<file path="config.mk">
export PLATFORM = sky130hd
export DESIGN_NAME = pit_timer
export DESIGN_NICKNAME = d
export VERILOG_FILES = /design/src/pit_pkg.sv /design/src/pit_timer.sv
export SDC_FILE = /design/constraint.sdc
export NUM_CORES = 1
export LEC_CHECK = 0
export BUFFER_PORTS_ARGS = -buffer_cell sky130_fd_sc_hd__buf_2
export CAP_MARGIN = 20
export CORE_ASPECT_RATIO = 1.1
export CORE_MARGIN = 2
export CORE_UTILIZATION = 35
export DETAILED_ROUTE_END_ITERATION = 16
export HOLD_SLACK_MARGIN = 0.06
export PLACE_DENSITY = 0.62
export SYNTH_ARGS = -nofsm -noshare
export SYNTH_HDL_FRONTEND = slang
export SYNTH_SLANG_ARGS = --single-unit
</file>
<file path="constraint.sdc">
create_clock -name aclk -period 4.6 [get_ports aclk]
set_input_delay 0.92 -clock aclk [delete_from_list [all_inputs] [get_ports aclk]]
set_output_delay 0.92 -clock aclk [all_outputs]
set_load 0.005 [all_outputs]
</file>
<file path="src/pit_pkg.sv">
// pit_pkg: register map, field layout and reset values of the prescaled interval timer
// assumes: a 32-bit AXI4-Lite register bus, one word per register
package pit_pkg;

  localparam int          ADDR_W         = 5;
  // register byte offsets
  localparam logic [4:0]  OFF_COUNT      = 5'h00;
  localparam logic [4:0]  OFF_PRESCALE   = 5'h04;
  localparam logic [4:0]  OFF_PERIOD     = 5'h08;
  localparam logic [4:0]  OFF_STATUS     = 5'h0C;
  localparam logic [4:0]  OFF_MASK       = 5'h10;
  // field widths and positions
  localparam int          COUNT_W        = 16;
  localparam int          SCALE_W        = 8;
  localparam int          EXPIRE_BIT     = 0;
  // reset values
  localparam logic [15:0] COUNT_RST      = 16'h0000;
  localparam logic [7:0]  PRESCALE_RST   = 8'h00;
  localparam logic [15:0] PERIOD_RST     = 16'h0000;
  localparam logic        STATUS_RST     = 1'b0;
  localparam logic        MASK_RST       = 1'b0;
  // bus answers
  localparam logic [1:0]  RESP_OKAY      = 2'b00;
  localparam logic [1:0]  RESP_SLVERR    = 2'b10;

  // software-visible timer settings
  typedef struct packed {
    logic [15:0] count;
    logic [7:0]  prescale;
    logic [15:0] period;
  } pit_regs_t;

endpackage

</file>
<file path="src/pit_timer.sv">
// pit_timer: prescaled 16-bit interval timer with an AXI4-Lite register slave
// assumes: timer_en comes from core logic on aclk; irq is read by the same clock domain
// Operation
// [RULE1] An 8-bit prescale value n-1 gives one count step every n clock cycles.
// [RULE2] The 16-bit count value drops by one on each prescale step.
// [RULE3] A timer interrupt toward the core is raised when the count reaches zero.
// [RULE4] On reaching zero the count is reloaded from the 16-bit period value.
// [RULE5] Prescaler and counter advance only while the core's timer enable is high.
`timescale 1ns/1ps
`default_nettype none

module pit_timer (
  input  wire logic        aclk,           // clock, 100 MHz
  input  wire logic        aresetn,        // synchronous reset, active low
  input  wire logic        timer_en,       // core enable for counting
  input  wire logic [4:0]  s_axi_awaddr,   // write address
  input  wire logic        s_axi_awvalid,  // write address valid
  output logic             s_axi_awready,  // write address ready
  input  wire logic [31:0] s_axi_wdata,    // write data
  input  wire logic [3:0]  s_axi_wstrb,    // write byte enables
  input  wire logic        s_axi_wvalid,   // write data valid
  output logic             s_axi_wready,   // write data ready
  output logic [1:0]       s_axi_bresp,    // write response
  output logic             s_axi_bvalid,   // write response valid
  input  wire logic        s_axi_bready,   // write response ready
  input  wire logic [4:0]  s_axi_araddr,   // read address
  input  wire logic        s_axi_arvalid,  // read address valid
  output logic             s_axi_arready,  // read address ready
  output logic [31:0]      s_axi_rdata,    // read data
  output logic [1:0]       s_axi_rresp,    // read response
  output logic             s_axi_rvalid,   // read data valid
  input  wire logic        s_axi_rready,   // read data ready
  output logic             tick_irq,       // one-cycle pulse on expiry
  output logic             irq             // level, unmasked sticky status
);

  pit_pkg::pit_regs_t regs_q;
  logic [7:0]         pre_q;
  logic               status_q;
  logic               mask_q;
  logic               tick_q;
  logic               irq_q;

  logic               awready_q;
  logic               wready_q;
  logic               bvalid_q;
  logic [1:0]         bresp_q;
  logic [4:0]         awaddr_q;
  logic [31:0]        wdata_q;
  logic [3:0]         wstrb_q;
  logic               arready_q;
  logic               rvalid_q;
  logic [1:0]         rresp_q;
  logic [31:0]        rdata_q;

  // merge byte lanes of a write into an old word
  function automatic logic [31:0] merge_bytes(input logic [31:0] old_w,
                                              input logic [31:0] new_w,
                                              input logic [3:0]  strb);
    logic [31:0] res;
    res = old_w;
    for (int i = 0; i < 4; i++) begin
      if (strb[i]) begin
        res[i*8 +: 8] = new_w[i*8 +: 8];
      end
    end
    return res;
  endfunction

  // write channel bookkeeping
  logic aw_have;
  logic w_have;
  logic wr_do;
  logic wr_count;
  logic wr_scale;
  logic wr_period;
  logic wr_mask;
  logic addr_ok_w;
  logic [31:0] wmerge;

  assign aw_have   = !awready_q;
  assign w_have    = !wready_q;
  assign wr_do     = aw_have && w_have && !bvalid_q;
  assign addr_ok_w = (awaddr_q == pit_pkg::OFF_COUNT) || (awaddr_q == pit_pkg::OFF_PRESCALE)
                  || (awaddr_q == pit_pkg::OFF_PERIOD) || (awaddr_q == pit_pkg::OFF_STATUS)
                  || (awaddr_q == pit_pkg::OFF_MASK);
  assign wr_count  = wr_do && (awaddr_q == pit_pkg::OFF_COUNT);
  assign wr_scale  = wr_do && (awaddr_q == pit_pkg::OFF_PRESCALE);
  assign wr_period = wr_do && (awaddr_q == pit_pkg::OFF_PERIOD);
  assign wr_mask   = wr_do && (awaddr_q == pit_pkg::OFF_MASK);

  always_comb begin
    wmerge = 32'h0000_0000;
    unique case (1'b1)
      wr_count:  wmerge = merge_bytes({16'h0000, regs_q.count}, wdata_q, wstrb_q);
      wr_scale:  wmerge = merge_bytes({24'h00_0000, regs_q.prescale}, wdata_q, wstrb_q);
      wr_period: wmerge = merge_bytes({16'h0000, regs_q.period}, wdata_q, wstrb_q);
      wr_mask:   wmerge = merge_bytes({31'h0000_0000, mask_q}, wdata_q, wstrb_q);
      default:   wmerge = 32'h0000_0000;
    endcase
  end

  always_ff @(posedge aclk) begin
    if (!aresetn) begin
      awready_q <= 1'b1;
      awaddr_q  <= 5'h00;
    end else if (awready_q && s_axi_awvalid) begin
      awready_q <= 1'b0;
      awaddr_q  <= s_axi_awaddr;
    end else if (bvalid_q && s_axi_bready) begin
      awready_q <= 1'b1;
    end
  end

  always_ff @(posedge aclk) begin
    if (!aresetn) begin
      wready_q <= 1'b1;
      wdata_q  <= 32'h0000_0000;
      wstrb_q  <= 4'h0;
    end else if (wready_q && s_axi_wvalid) begin
      wready_q <= 1'b0;
      wdata_q  <= s_axi_wdata;
      wstrb_q  <= s_axi_wstrb;
    end else if (bvalid_q && s_axi_bready) begin
      wready_q <= 1'b1;
    end
  end

  always_ff @(posedge aclk) begin
    if (!aresetn) begin
      bvalid_q <= 1'b0;
      bresp_q  <= pit_pkg::RESP_OKAY;
    end else if (wr_do) begin
      bvalid_q <= 1'b1;
      bresp_q  <= addr_ok_w ? pit_pkg::RESP_OKAY : pit_pkg::RESP_SLVERR;
    end else if (bvalid_q && s_axi_bready) begin
      bvalid_q <= 1'b0;
    end
  end

  // prescaler and counter
  logic step;
  logic expire;

  assign step   = timer_en && (pre_q == 8'h00); // RULE1 RULE5
  assign expire = step && (regs_q.count <= 16'h0001); // RULE3

  always_ff @(posedge aclk) begin
    if (!aresetn) begin
      pre_q <= pit_pkg::PRESCALE_RST;
    end else if (wr_scale) begin
      pre_q <= wmerge[7:0];
    end else if (step) begin
      pre_q <= regs_q.prescale; // RULE1
    end else if (timer_en) begin
      pre_q <= pre_q - 8'h01; // RULE1 RULE5
    end
  end

  // all fields of the settings struct share one process, so it has a single driver
  always_ff @(posedge aclk) begin
    if (!aresetn) begin
      regs_q.count    <= pit_pkg::COUNT_RST;
      regs_q.prescale <= pit_pkg::PRESCALE_RST;
      regs_q.period   <= pit_pkg::PERIOD_RST;
      mask_q          <= pit_pkg::MASK_RST;
    end else begin
      if (wr_count) begin
        regs_q.count <= wmerge[15:0];
      end else if (expire) begin
        regs_q.count <= regs_q.period; // RULE4
      end else if (step) begin
        regs_q.count <= regs_q.count - 16'h0001; // RULE2
      end
      if (wr_scale) begin
        regs_q.prescale <= wmerge[7:0];
      end
      if (wr_period) begin
        regs_q.period <= wmerge[15:0];
      end
      if (wr_mask) begin
        mask_q <= wmerge[pit_pkg::EXPIRE_BIT];
      end
    end
  end

  // read channel
  logic rd_take;
  logic rd_status;

  assign rd_take   = arready_q && s_axi_arvalid;
  assign rd_status = rd_take && (s_axi_araddr == pit_pkg::OFF_STATUS);

  always_ff @(posedge aclk) begin
    if (!aresetn) begin
      arready_q <= 1'b1;
      rvalid_q  <= 1'b0;
      rresp_q   <= pit_pkg::RESP_OKAY;
      rdata_q   <= 32'h0000_0000;
    end else if (rd_take) begin
      arready_q <= 1'b0;
      rvalid_q  <= 1'b1;
      rresp_q   <= pit_pkg::RESP_OKAY;
      unique case (s_axi_araddr)
        pit_pkg::OFF_COUNT:    rdata_q <= {16'h0000, regs_q.count};
        pit_pkg::OFF_PRESCALE: rdata_q <= {24'h00_0000, regs_q.prescale};
        pit_pkg::OFF_PERIOD:   rdata_q <= {16'h0000, regs_q.period};
        pit_pkg::OFF_STATUS:   rdata_q <= {31'h0000_0000, status_q};
        pit_pkg::OFF_MASK:     rdata_q <= {31'h0000_0000, mask_q};
        default: begin
          rdata_q <= 32'h0000_0000;
          rresp_q <= pit_pkg::RESP_SLVERR;
        end
      endcase
    end else if (rvalid_q && s_axi_rready) begin
      arready_q <= 1'b1;
      rvalid_q  <= 1'b0;
    end
  end

  // sticky expiry flag; a new expiry wins over the clearing read
  always_ff @(posedge aclk) begin
    if (!aresetn) begin
      status_q <= pit_pkg::STATUS_RST;
    end else if (expire) begin
      status_q <= 1'b1; // RULE3
    end else if (rd_status) begin
      status_q <= 1'b0;
    end
  end

  always_ff @(posedge aclk) begin
    if (!aresetn) begin
      tick_q <= 1'b0;
      irq_q  <= 1'b0;
    end else begin
      tick_q <= expire; // RULE3
      irq_q  <= (status_q || expire) && mask_q;
    end
  end

  assign s_axi_awready = awready_q;
  assign s_axi_wready  = wready_q;
  assign s_axi_bvalid  = bvalid_q;
  assign s_axi_bresp   = bresp_q;
  assign s_axi_arready = arready_q;
  assign s_axi_rvalid  = rvalid_q;
  assign s_axi_rresp   = rresp_q;
  assign s_axi_rdata   = rdata_q;
  assign tick_irq      = tick_q;
  assign irq           = irq_q;

  prescale_reload_a: assert property (@(posedge aclk) disable iff (!aresetn) // RULE1
    step && !wr_scale |=> pre_q == $past(regs_q.prescale))
    else $error("prescaler not reloaded on step");

  prescale_run_a: assert property (@(posedge aclk) disable iff (!aresetn) // RULE1
    timer_en && pre_q > 8'h00 && !wr_scale |=> pre_q == $past(pre_q) - 8'h01)
    else $error("prescaler did not count down");

  count_dec_a: assert property (@(posedge aclk) disable iff (!aresetn) // RULE2
    step && regs_q.count > 16'h0001 && !wr_count
    |=> regs_q.count == $past(regs_q.count) - 16'h0001)
    else $error("count did not decrement on step");

  count_hold_a: assert property (@(posedge aclk) disable iff (!aresetn) // RULE2
    !step && !wr_count |=> $stable(regs_q.count))
    else $error("count moved without a step");

  expire_pulse_a: assert property (@(posedge aclk) disable iff (!aresetn) // RULE3
    step && regs_q.count <= 16'h0001 |=> tick_irq && status_q)
    else $error("no interrupt when count reached zero");

  count_reload_a: assert property (@(posedge aclk) disable iff (!aresetn) // RULE4
    expire && !wr_count && !wr_period |=> regs_q.count == $past(regs_q.period))
    else $error("count not reloaded from period");

  enable_hold_a: assert property (@(posedge aclk) disable iff (!aresetn) // RULE5
    !timer_en && !wr_scale && !wr_count |=> $stable(pre_q) && $stable(regs_q.count))
    else $error("timer advanced while disabled");

  irq_level_a: assert property (@(posedge aclk) disable iff (!aresetn)
    status_q && mask_q |=> irq)
    else $error("unmasked status did not raise irq");

  irq_drop_a: assert property (@(posedge aclk) disable iff (!aresetn)
    !status_q && !expire |=> !irq)
    else $error("irq high without status");

  status_sticky_a: assert property (@(posedge aclk) disable iff (!aresetn) // RULE3
    status_q && !rd_status |=> status_q)
    else $error("status cleared without a read");

  status_clear_a: assert property (@(posedge aclk) disable iff (!aresetn) // RULE3
    rd_status && !expire |=> !status_q)
    else $error("status read did not clear");

  bvalid_hold_a: assert property (@(posedge aclk) disable iff (!aresetn)
    s_axi_bvalid && !s_axi_bready |=> s_axi_bvalid && $stable(s_axi_bresp))
    else $error("write response dropped before taken");

  rvalid_hold_a: assert property (@(posedge aclk) disable iff (!aresetn)
    s_axi_rvalid && !s_axi_rready |=> s_axi_rvalid && $stable(s_axi_rdata))
    else $error("read data dropped before taken");

endmodule // pit_timer

`default_nettype wire

</file>
==> summary.txt, run 1 <==
Synthesis
  • Top FF cell, synth: dfxtp_1
  • Post-synthesis average cell area: just over 8 sq um
  • #FFs+latches synth: between 90 and 100
  • Sequential-to-total area share from yosys stat: a little under two fifths
  • Async SR Flop Fraction: 0%
  • Warning count from the yosys run: 0
  • Synth top area cells: dfxtp_1, nand2_1, a21oi_1
  • Syn Inst Count: between 600 and 700
  • XOR/XNOR Fraction of Synth Area: 0.6732%
  • Count of different cell masters after synthesis: 73
  • Number of flops mapped to enable cells by yosys: 0
  • Compound-gate portion of the synthesized area: roughly 27%
  • Synth top cells by count: dfxtp_1, nand2_1, a21oi_1, nor2_1, o21ai_0
  • Synth Area in Adders: less than 1%
  • Most frequent cell after synthesis: dfxtp_1
  • Simple-gate portion of the synthesized area: 21.28%
  • Netlist Area Pre-Place: about 0.0052 sq mm
  • Synth top area share: between 30% and 40%
  • Post-synthesis mux area share: under 10%
  • Main combinational cell family by area after synthesis: compound AO/OA/AOI/OAI gates
  • Synth area leader: dfxtp_1

Worst setup path
  • Worst Path Max Fanout: 7
  • Critical Path RT: ~4.8 ns
  • CP peak stage delay: between 0.8 and 0.9 ns
  • Worst path arrival time: roughly 2.9 ns
  • WS Path Type: flop to flop
  • CP Cell Sequence: inv_1 > ha_1 > nor4b_1 > nand4b_1 > o31a_1 > nor3_1 > o31ai_1
  • Startpoint type of the worst setup path: flop
  • Element type at the critical path end: flop
  • Top delay family on crit path: simple AND/OR/NAND/NOR gates
  • Worst path bufs/invs: 1
  • Crit-path slowest cell: nor4b_1

CTS
  • Clock buffer depth: 2
  • Reg clk slew, reported paths: around 0.070 ns
  • CTS tree: built
  • Setup bufs post-CTS: 0
  • Skew-Pair Late Insertion Delay: around 0.35 ns
  • Clock root buffer: clkbuf_16
  • Hold_buf cts: 0
  • Clk sinks: between 90 and 100
  • Post_cts resized: 0
  • CTS buffer count: 9
  • Htree depth: 3

Finish
  • Filler cells: between 1,500 and 2,000
  • Synth-to-layout area growth: 12.55%
  • Final Cell Area: between 0.005 and 0.006 sq mm
  • Layout cells sized above 1: 15.04%
  • Register area: between 0.0015 and 0.002 sq mm
  • Diodes inserted: 0
  • Multi-input logic area: ~0.0030 sq mm
  • Final nets: ~740

Global routing
  • Initial antenna violation count: 0
  • Grt met2 use: 31.19%
  • M3 GR Usage: under 10%
  • Most Used Layer, Global Route: met2
  • Vias in the first global route: between 4,000 and 5,000
  • First-pass GRT wire length: roughly 24,000 um
  • Gr ovfl total: 0
  • Largest net degree at the start of global routing: roughly 60
  • Total track usage: about a fifth
  • Met1 Track Usage GR: about a quarter

Detailed routing
  • DR vias/cell: approximately 5.6
  • DRT Pass-1 Iters: 5
  • Routed Antenna Nets: 0
  • Vias: between 4,000 and 5,000
  • DRC viols: 0
  • DR iter-0 viols: between 300 and 400
  • Final WL: ~15,000 um
  • Routed wire per std cell: roughly 17 um

Placement
  • I/O Buffers: 60
  • Final Wtd Congestion: a little under 0.9
  • Area after DPL: 0.005563 sq mm
  • HPWL after DPL: between 10,000 and 15,000 um
  • Dpl ws: around 1.8 ns

STA
  • Fmax: 0.3781 GHz
  • Tcrit/Tclk final: 57.50%
  • RSZ-0062 raised after global routing: false
  • Worst-margin pin slew: around 1.2 ns
  • Fin. Hold Viols: 0
  • Setup TNS: 0 ns
  • Slew Limit Fails: 0
  • Relative slew slack: a little under a quarter
  • Final setup fails: 0
  • Final worst slack: approximately 2.0 ns
  • Final Critical Period: 2.645 ns
  • Clock Skew: 0.009739 ns

Status
  • Status: completed

Pwr
  • Worst vdd ir: 0.0002983 V
  • Pwr Density: ~500 mW/mm^2
  • Leak Pwr: around 2.3 nW

Floorplanning
  • Die Height: about 130 um
  • Initial Util: 35.88%
  • Die ar.: 0.01586 sq mm
  • Core area: approximately 0.015 sq mm
  • I/O Pins: 97
  • Row count: between 40 and 50
  • Die Wd: between 100 and 150 um

Job
  • MaxCap Viol Count: 0

Worst hold path
  • Min-delay worst type: flop to flop
worst min-delay path, delay by kind of cell (launching register included):
| family | cells | cell delay [ns] |
|---|---|---|
| flip-flops | 1 | 0.31 |
| AND/OR/NAND/NOR | 1 | 0.05 |
| AO/OA/AOI/OAI | 1 | 0.05 |
routing by layer:
metal	routed length [um]	part of all wire, %
met1	6688	44
met2	7069	47
met3	971	6.4
met4	410	2.7
met5	0	0
state kept, by name, indices dropped and copies added (netlist names):
register	cells
awaddr_q	5
irq	1
mask_q	1
pre_q	8
regs_q	40
s_axi_arready	1
s_axi_awready	1
s_axi_bresp	1
s_axi_bvalid	1
s_axi_rdata	16
s_axi_rresp	1
s_axi_rvalid	1
s_axi_wready	1
status_q	1
tick_irq	1
wdata_q	16
wstrb_q	2
worst paths after layout:
| path | start | endpoint | slack [ns] | cells after the start |
|---|---|---|---|---|
| worst max-delay path | regs_q[24] | regs_q[38] | 1.96 | 7 |
| worst min-delay path | s_axi_rdata[4] | s_axi_rdata[4] | 0.46 | 2 |
| worst max register to register | regs_q[24] | regs_q[38] | 1.96 | 7 |
| worst min register to register | s_axi_rdata[4] | s_axi_rdata[4] | 0.46 | 2 |
logic make-up (layout without fill, tap and decap cells):
group	Yosys count	in the layout
other	1	18
buffers and inverters	70	96
flip-flops	98	98
XOR/XNOR	4	4
AO/OA/AOI/OAI	207	207
AND/OR/NAND/NOR	229	229
adder cells (fa/ha/maj)	4	4
multiplexers	29	29
power by group:
group,switching [W],internal [W]
combinational,0.000703,0.000418
clock,0.000335,0.000423
sequential,0.000121,0.000923
placed cells by master, fill, tap and decap left out, types with 6 or more instances in the layout:
master	Yosys	final
nand2_1	94	94
a22oi_1	15	15
buf_4	20	7
a221oi_1	7	7
o211ai_1	6	6
dfxtp_1	98	98
o21ai_0	34	34
nor2_1	43	43
nor3_1	15	15
a21oi_1	66	66
o2bb2ai_1	6	6
nand2b_1	6	6
a21o_1	8	8
nand3_1	12	12
and2_1	9	9
clkbuf_16	0	9
a211oi_1	8	8
conb_1	1	18
mux2i_1	23	23
nor4_1	7	6
buf_2	5	60
mux2_2	6	6
inv_1	12	12
nor2b_1	10	10
stage by stage:
| step | total power (W) | cells | hold WS (ns) | utilization (%) |
|---|---|---|---|---|
| 2_1_floorplan | 0.001904 | 659 | 0.4411 | - |
| 5_1_grt | 0.003093 | 877 | 0.4792 | 40.38 |
| 6_report | 0.002922 | 877 | 0.4551 | 40.38 |
| 4_1_cts | 0.002916 | 877 | 0.4542 | 40.38 |
| 3_3_place_gp | 0.002127 | 861 | 0.4490 | 38.35 |
| 3_5_place_dp | 0.002160 | 861 | 0.4442 | 38.35 |
area by class of cell:
| cell class | instances | area share (%) |
|---|---|---|
| Multi-Input combinational cell | 491 | 50.52 |
| Sequential cell | 98 | 33.50 |
| Timing Repair Buffer | 67 | 6.024 |
| Tap cell | 192 | 4.102 |
| Clock buffer | 10 | 3.909 |
| Clock inverter | 6 | 1.111 |
| Inverter | 13 | 0.8332 |
Note: power is estimated with default switching activity, not from simulation.
==> inputs of run 2 (changes only) <==
--- a/config.mk
+++ b/config.mk
@@ -5,6 +5,7 @@
 export SDC_FILE = /design/constraint.sdc
 export NUM_CORES = 1
 export LEC_CHECK = 0
+export ABC_AREA = 1
 export BUFFER_PORTS_ARGS = -buffer_cell sky130_fd_sc_hd__buf_2
 export CAP_MARGIN = 20
 export CORE_ASPECT_RATIO = 1.1
@@ -12,7 +13,7 @@
 export CORE_UTILIZATION = 35
 export DETAILED_ROUTE_END_ITERATION = 16
 export HOLD_SLACK_MARGIN = 0.06
-export PLACE_DENSITY = 0.62
+export PLACE_DENSITY = 0.63
 export SYNTH_ARGS = -nofsm -noshare
 export SYNTH_HDL_FRONTEND = slang
 export SYNTH_SLANG_ARGS = --single-unit
==> constraint.sdc (replaced) <==
create_clock -name aclk -period 2.2 [get_ports aclk]
set_input_delay 0.44 -clock aclk [delete_from_list [all_inputs] [get_ports aclk]]
set_output_delay 0.44 -clock aclk [all_outputs]
set_load 0.005 [all_outputs]
==> summary.txt, run 2 <==
Status
  • Status: completed (unchanged)

Detailed routing
  • Final WL: 15,560 um (was 15,140 um)
  • DR vias/cell: 4.940 (was 5.603)
  • Routed Antenna Nets: 0 (unchanged)
  • Vias: 5,795 (was 4,914)
  • DR iter-0 viols: 372 (was 362)
  • DRC viols: 0 (unchanged)
  • Routed wire per std cell: 13.27 um (was 17.26 um)
  • DRT Pass-1 Iters: 5 (unchanged)

Synthesis
  • Synth top area cells: dfxtp_1, nand2_1, nand3_1 (was dfxtp_1, nand2_1, a21oi_1)
  • Number of flops mapped to enable cells by yosys: 0 (unchanged)
  • Sequential-to-total area share from yosys stat: 33.94% (was 37.70%)
  • Post-synthesis average cell area: 6.324 sq um (was 8.106 sq um)
  • Async SR Flop Fraction: 0% (unchanged)
  • Synth area leader: dfxtp_1 (unchanged)
  • Netlist Area Pre-Place: 0.005781 sq mm (was 0.005204 sq mm)
  • Most frequent cell after synthesis: nand2_1 (was dfxtp_1)
  • Synth top area share: 33.94% (was 37.70%)
  • #FFs+latches synth: 98 (unchanged)
  • Synth top cells by count: nand2_1, nor2_1, inv_1, nand3_1, dfxtp_1 (was dfxtp_1, nand2_1, a21oi_1, nor2_1, o21ai_0)
  • Syn Inst Count: 914 (was 642)
  • Count of different cell masters after synthesis: 35 (was 73)
  • Warning count from the yosys run: 0 (unchanged)
  • Top FF cell, synth: dfxtp_1 (unchanged)

Finish
  • Synth-to-layout area growth: 13.55% (was 12.55%)
  • Util after Layout: 40.40% (was 40.38%)
  • Highest-count cells in the layout ignoring fill and taps: nand2_1, nor2_1, inv_1, nand3_1, dfxtp_1 (was dfxtp_1, nand2_1, a21oi_1, buf_2, nor2_1)
  • Final nets: 1,022 (was 738)
  • Max FFs per register: 40 (unchanged)
  • Diodes inserted: 0 (unchanged)
  • Final Cell Area: 0.006564 sq mm (was 0.005857 sq mm)
  • Largest reg by FF count: regs_q (unchanged)
  • Most common cell after layout, fill and taps aside: nand2_1 (was dfxtp_1)
  • Layout cells sized above 1: 13.62% (was 15.04%)

Worst setup path
  • Startpoint type of the worst setup path: flop (unchanged)
  • Reg2reg start: pre_q[0] (was regs_q[24])
  • R2R setup slack: 0.26 ns (was 1.96 ns)
  • Worst path arrival time: 2.17 ns (was 2.89 ns)
  • CP startpoint: pre_q[0] (was regs_q[24])
  • Critical Path RT: 2.43 ns (was 4.84 ns)
  • Worst Path Max Fanout: 18 (was 7)
  • Element type at the critical path end: flop (unchanged)
  • WS Path Type: flop to flop (unchanged)

CTS
  • Clk sinks: 98 (unchanged)
  • Htree depth: 3 (unchanged)
  • CTS buffer count: 9 (unchanged)
  • Setup bufs post-CTS: 0 (unchanged)
  • Skew-Pair Late Insertion Delay: 0.36 ns (was 0.35 ns)
  • Clock buffer depth: 2 (unchanged)
  • Clock root buffer: clkbuf_16 (unchanged)
  • Hold_buf cts: 0 (unchanged)
  • Post_cts resized: 0 (unchanged)
  • CTS tree: built (unchanged)
  • Reg clk slew, reported paths: 0.07 ns (about the same)

STA
  • Fin. Hold Viols: 0 (unchanged)
  • Setup TNS: 0 ns (unchanged)
  • Clock Skew: 0.009157 ns (was 0.009739 ns)
  • Tcrit/Tclk final: 88.19% (was 57.50%)
  • Fmax: 0.5154 GHz (was 0.3781 GHz)
  • Final setup fails: 0 (unchanged)
  • Slew Limit Fails: 0 (unchanged)
  • RSZ-0062 raised after global routing: false (unchanged)
  • Worst-margin pin slew: 0.7014 ns (was 1.154 ns)
  • Final Critical Period: 1.940 ns (was 2.645 ns)
  • Relative slew slack: 52.95% (was 22.96%)

Placement
  • HPWL after DPL: 11,400 um (was 10,710 um)
  • Final Wtd Congestion: 0.8962 (was 0.8886)
  • Area after DPL: 0.006213 sq mm (was 0.005563 sq mm)
  • I/O Buffers: 60 (unchanged)

Worst hold path
  • Min-delay src: s_axi_awaddr[2] (was s_axi_rdata[4])
  • Min-delay worst type: primary input to flop (was flop to flop)

Global routing
  • First-pass GRT wire length: 25,990 um (was 24,480 um)
  • Largest net degree at the start of global routing: 54 (was 59)
  • Initial antenna violation count: 0 (unchanged)
  • Vias in the first global route: 5,224 (was 4,718)
  • Total track usage: 18.16% (was 19.36%)
  • Gr ovfl total: 0 (unchanged)

Floorplanning
  • I/O Pins: 97 (unchanged)
  • Die Height: 138.8 um (was 131.9 um)
  • Die ar.: 0.01756 sq mm (was 0.01586 sq mm)
  • Die Wd: 126.5 um (was 120.3 um)
  • Row count: 49 (was 46)
  • Initial Util: 35.58% (was 35.88%)
  • Core area: 0.01625 sq mm (was 0.01450 sq mm)

Pwr
  • Leak Pwr: 2.989 nW (was 2.287 nW)
  • Worst vdd ir: 0.0005798 V (was 0.0002983 V)
  • Pwr Density: 1139 mW/mm^2 (was 498.9 mW/mm^2)

Job
  • MaxCap Viol Count: 0 (unchanged)
[run 2: cell types whose count changed after synthesis, moves of 10 or more]
| cell | previous run | this run |
|---|---|---|
| a21oi_1 | 66 | 56 |
| nor2b_1 | 10 | 0 |
| o22ai_1 | 2 | 15 |
| inv_1 | 12 | 100 |
| a22oi_1 | 15 | 0 |
| o21ai_0 | 34 | 63 |
| nor2_2 | 0 | 14 |
| nand3_1 | 12 | 99 |
| nor3_1 | 15 | 5 |
| mux2i_1 | 23 | 0 |
| clkbuf_1 | 28 | 18 |
| nand2_1 | 94 | 221 |
| nor2_1 | 43 | 123 |
[run 2: area by class of cell]
type                            count  area [sq um]
Fill cell                        1770          9683
Sequential cell                    98          1962
Clock inverter                      7         125.1
Timing Repair Buffer               75         437.9
Clock buffer                        9         225.2
Multi-Input combinational cell    666          3128
Inverter                          114         430.4
Tap cell                          204         255.2
[run 2: critical path, cell delays in order (launching register included)]
cell and delay, ns:
dfxtp_1 0.35, inv_1 0.12, ha_1 0.16, nand2_1 0.06, nor2_2 0.21, nand2_8 0.15
nor2_8 0.20, nand2_4 0.19, o21ai_1 0.17, nor2_1 0.05, nor2_1 0.10, nor2_1 0.04
[run 2: worst paths after layout]
path                      end  depth (start not counted)
hold / removal    awaddr_q[2]                          3
setup / recovery   regs_q[38]                         11
setup reg to reg   regs_q[38]                         11
hold reg to reg     regs_q[4]                          2
[run 2: cell families after synthesis]
logic type | synth area share [%]
flip-flops | 33.94
buffers and inverters | 13.05
AO/OA/AOI/OAI | 14.55
adder cells (fa/ha/maj) | 0.8658
other | 0.06487
AND/OR/NAND/NOR | 36.93
XOR/XNOR | 0.6062
[run 2: metrics by stage]
stage / setup slack (ns) / power [W] / std cells / hold WS [ns]
after floorplan: 0.4322 / 0.005008 / 931 / 0.4411
after global placement: 0.2823 / 0.005598 / 1157 / 0.4498
after detailed placement: 0.2748 / 0.005626 / 1157 / 0.4526
after CTS: 0.2622 / 0.007505 / 1173 / 0.3223
after global routing: 0.07310 / 0.008126 / 1173 / 0.3484
final: 0.2597 / 0.007474 / 1173 / 0.3312
[run 2: power by group]
group | switching, W | internal [W]
registers | 0.000213 | 0.00198
clock network | 0.000739 | 0.00112
logic | 0.00222 | 0.00120
total | 0.00317 | 0.00430
[run 2: routing by layer]
layer	track usage [%]	wire length [um]	vias up	part of all wire (%)
li1	-	-	2997	-
met1	26.80	7704	2603	50
met3	3.164	928	15	6.0
met2	27.13	6718	180	43
met4	5.032	211	0	1.4
met5	0	0	-	0
==> inputs of run 3 (changes only) <==
--- a/config.mk
+++ b/config.mk
@@ -5,7 +5,6 @@
 export SDC_FILE = /design/constraint.sdc
 export NUM_CORES = 1
 export LEC_CHECK = 0
-export ABC_AREA = 1
 export BUFFER_PORTS_ARGS = -buffer_cell sky130_fd_sc_hd__buf_2
 export CAP_MARGIN = 20
 export CORE_ASPECT_RATIO = 1.1
@@ -13,7 +12,7 @@
 export CORE_UTILIZATION = 35
 export DETAILED_ROUTE_END_ITERATION = 16
 export HOLD_SLACK_MARGIN = 0.06
-export PLACE_DENSITY = 0.63
+export PLACE_DENSITY = 0.64
 export SYNTH_ARGS = -nofsm -noshare
 export SYNTH_HDL_FRONTEND = slang
 export SYNTH_SLANG_ARGS = --single-unit
==> summary.txt, run 3 (synthesis results as in run 1) <==
Finish
  • Largest reg by FF count: regs_q (unchanged)
  • Util after Layout: 43.36% (was 40.40%)
  • Final nets: 787 (was 1,022)
  • Highest-count cells in the layout ignoring fill and taps: dfxtp_1, nand2_1, a21oi_1, buf_2, buf_4 (was nand2_1, nor2_1, inv_1, nand3_1, dfxtp_1)
  • Diodes inserted: 0 (unchanged)
  • Layout cells sized above 1: 21.53% (was 13.62%)
  • Synth-to-layout area growth: 20.85% (was 13.55%)
  • Max FFs per register: 40 (unchanged)
  • Most common cell after layout, fill and taps aside: dfxtp_1 (was nand2_1)

STA
  • Relative slew slack: 40.23% (was 52.95%)
  • Worst-margin pin slew: 0.8965 ns (was 0.7014 ns)
  • Fmax: 0.4552 GHz (was 0.5154 GHz)
  • Slew Limit Fails: 0 (unchanged)
  • RSZ-0062 raised after global routing: true (was false)
  • Final setup fails: 0 (unchanged)
  • Clock Skew: 0.006162 ns (was 0.009157 ns)
  • Fin. Hold Viols: 0 (unchanged)
  • Tcrit/Tclk final: 99.87% (was 88.19%)
  • Final Critical Period: 2.197 ns (was 1.940 ns)

Detailed routing
  • DRT Pass-1 Iters: 7 (was 5)
  • Routed wire per std cell: 17.32 um (was 13.27 um)
  • DR vias/cell: 5.538 (was 4.940)
  • Routed Antenna Nets: 0 (unchanged)
  • DR iter-0 viols: 464 (was 372)
  • Final WL: 16,040 um (was 15,560 um)
  • DRC viols: 0 (unchanged)
  • Vias: 5,128 (was 5,795)

Job
  • MaxCap Viol Count: 0 (unchanged)

Floorplanning
  • Core area: 0.01450 sq mm (was 0.01625 sq mm)
  • Row count: 46 (was 49)
  • Die Wd: 120.3 um (was 126.5 um)
  • I/O Pins: 97 (unchanged)
  • Die ar.: 0.01586 sq mm (was 0.01756 sq mm)
  • Initial Util: 35.88% (was 35.58%)
  • Die Height: 131.9 um (was 138.8 um)

Pwr
  • Pwr Density: 1052 mW/mm^2 (was 1139 mW/mm^2)
  • Leak Pwr: 2.546 nW (was 2.989 nW)
  • Worst vdd ir: 0.0006642 V (was 0.0005798 V)
  • Total power: 0.006613 W (was 0.007474 W)

Global routing
  • Total track usage: 19.75% (was 18.16%)
  • First-pass GRT wire length: 25,220 um (was 25,990 um)
  • Largest net degree at the start of global routing: 59 (was 54)
  • Gr ovfl total: 0 (unchanged)
  • Initial antenna violation count: 0 (unchanged)
  • Vias in the first global route: 4,833 (was 5,224)

CTS
  • Hold_buf cts: 0 (unchanged)
  • Clock root buffer: clkbuf_16 (unchanged)
  • CTS buffer count: 9 (unchanged)
  • Setup bufs post-CTS: 0 (unchanged)
  • Clock buffer depth: 2 (unchanged)
  • Clk sinks: 98 (unchanged)
  • CTS tree: built (unchanged)
  • Reg clk slew, reported paths: 0.07 ns (about the same)
  • Skew-Pair Late Insertion Delay: 0.35 ns (was 0.36 ns)
  • Htree depth: 3 (unchanged)

Worst setup path
  • Element type at the critical path end: flop (unchanged)
  • Reg2reg start: pre_q[2] (was pre_q[0])
  • Worst path arrival time: 2.42 ns (was 2.17 ns)
  • Startpoint type of the worst setup path: flop (unchanged)
  • R2R setup slack: 0.003 ns (was 0.26 ns)
  • WS Path Type: flop to flop (unchanged)
  • Worst Path Max Fanout: 7 (was 18)
  • Critical Path RT: 2.43 ns (about the same)
  • Crit Reg-Reg Endpoint: regs_q[27] (was regs_q[38])
  • Worst reg2reg path depth: 5 (was 11)

Placement
  • HPWL after DPL: 11,410 um (was 11,400 um)
  • I/O Buffers: 60 (unchanged)
  • Final Wtd Congestion: 0.8943 (was 0.8962)

Worst hold path
  • Min-delay src: s_axi_wdata[7] (was s_axi_awaddr[2])
  • Hold Path End: wdata_q[7] (was awaddr_q[2])
  • Min-Delay Path Depth: 3 (unchanged)
  • Min-delay worst type: primary input to flop (unchanged)

Status
  • Status: completed (unchanged)
[run 3: cell count changes in the layout (fill, tap and decap cells not counted), sizes merged, moves of 11 or more]
cell   before  now
o21ai      67   35
nor2      148   43
inv       112   13
mux2i       0   23
o22ai      15    2
nand3     100   12
nor3        5   16
nand2     226   95
buf        75  115
a22oi       0   15
[run 3: how the worst max path moves through the flow]
| stage | depth (start not counted) | slack (ns) | startpoint | end |
|---|---|---|---|---|
| floorplan | 6 | 0.02 | pre_q[2] | regs_q[27] |
| global placement | 5 | -0.01 | pre_q[2] | regs_q[27] |
| detailed placement | 5 | -0.03 | pre_q[2] | regs_q[27] |
| CTS | 7 | 0.02 | pre_q[0] | regs_q[27] |
| global route | 5 | -0.08 | pre_q[2] | regs_q[29] |
| finish | 5 | 0.003 | pre_q[2] | regs_q[27] |
[run 3: what timing repair did]
action	in CTS	in global routing
pin swaps	1	4
gates resized for setup	0	10
gates cloned	0	1
setup endpoints to repair	3	18
[run 3: power breakdown]
part | switching [W] | leakage, nW | internal (W)
clock network | 0.000716 | 0.153 | 0.00100
registers | 0.000215 | 0.797 | 0.00193
logic | 0.00155 | 1.60 | 0.00120
total | 0.00248 | 2.55 | 0.00413
[run 3: worst max-delay path: stages (launching register included)]
cell and delay (ns):
dfxtp_1 0.31, or4_4 0.57, or4_4 0.60, o311a_1 0.33, a41oi_2 0.16, o311ai_1 0.11
[run 3: layout make-up]
| class | count | area (sq um) |
|---|---|---|
| fillers | 1516 | 8215 |
| multi-input cells | 492 | 3005 |
| flip-flops and latches | 98 | 1962 |
| repair buffers | 115 | 713.2 |
| well taps | 192 | 240.2 |
| clock buffers | 10 | 229.0 |
| clock inverters | 6 | 90.09 |
| inverters | 13 | 48.80 |
[run 3: metrics by stage]
step | instances | worst slack [ns] | area [sq um] | TNS, ns | hold WS (ns)
4_1_cts | 925 | 0.01839 | 6242 | 0 | 0.3175
3_3_place_gp | 909 | -0.01289 | 5923 | -0.01289 | 0.4420
6_report | 926 | 0.002920 | 6289 | 0 | 0.3239
3_5_place_dp | 909 | -0.02503 | 5923 | -0.03507 | 0.4471
2_1_floorplan | 659 | 0.01605 | 5268 | 0 | 0.4411
5_1_grt | 926 | -0.07533 | 6289 | -0.3676 | 0.3323
[run 3: per-layer routing]
metal	track usage, %	wire length [um]	up-vias
met2	33.30	7645	214
met3	3.114	1049	41
met1	25.23	6854	2375
met5	0	0	-
met4	7.752	491	0
li1	-	-	2498
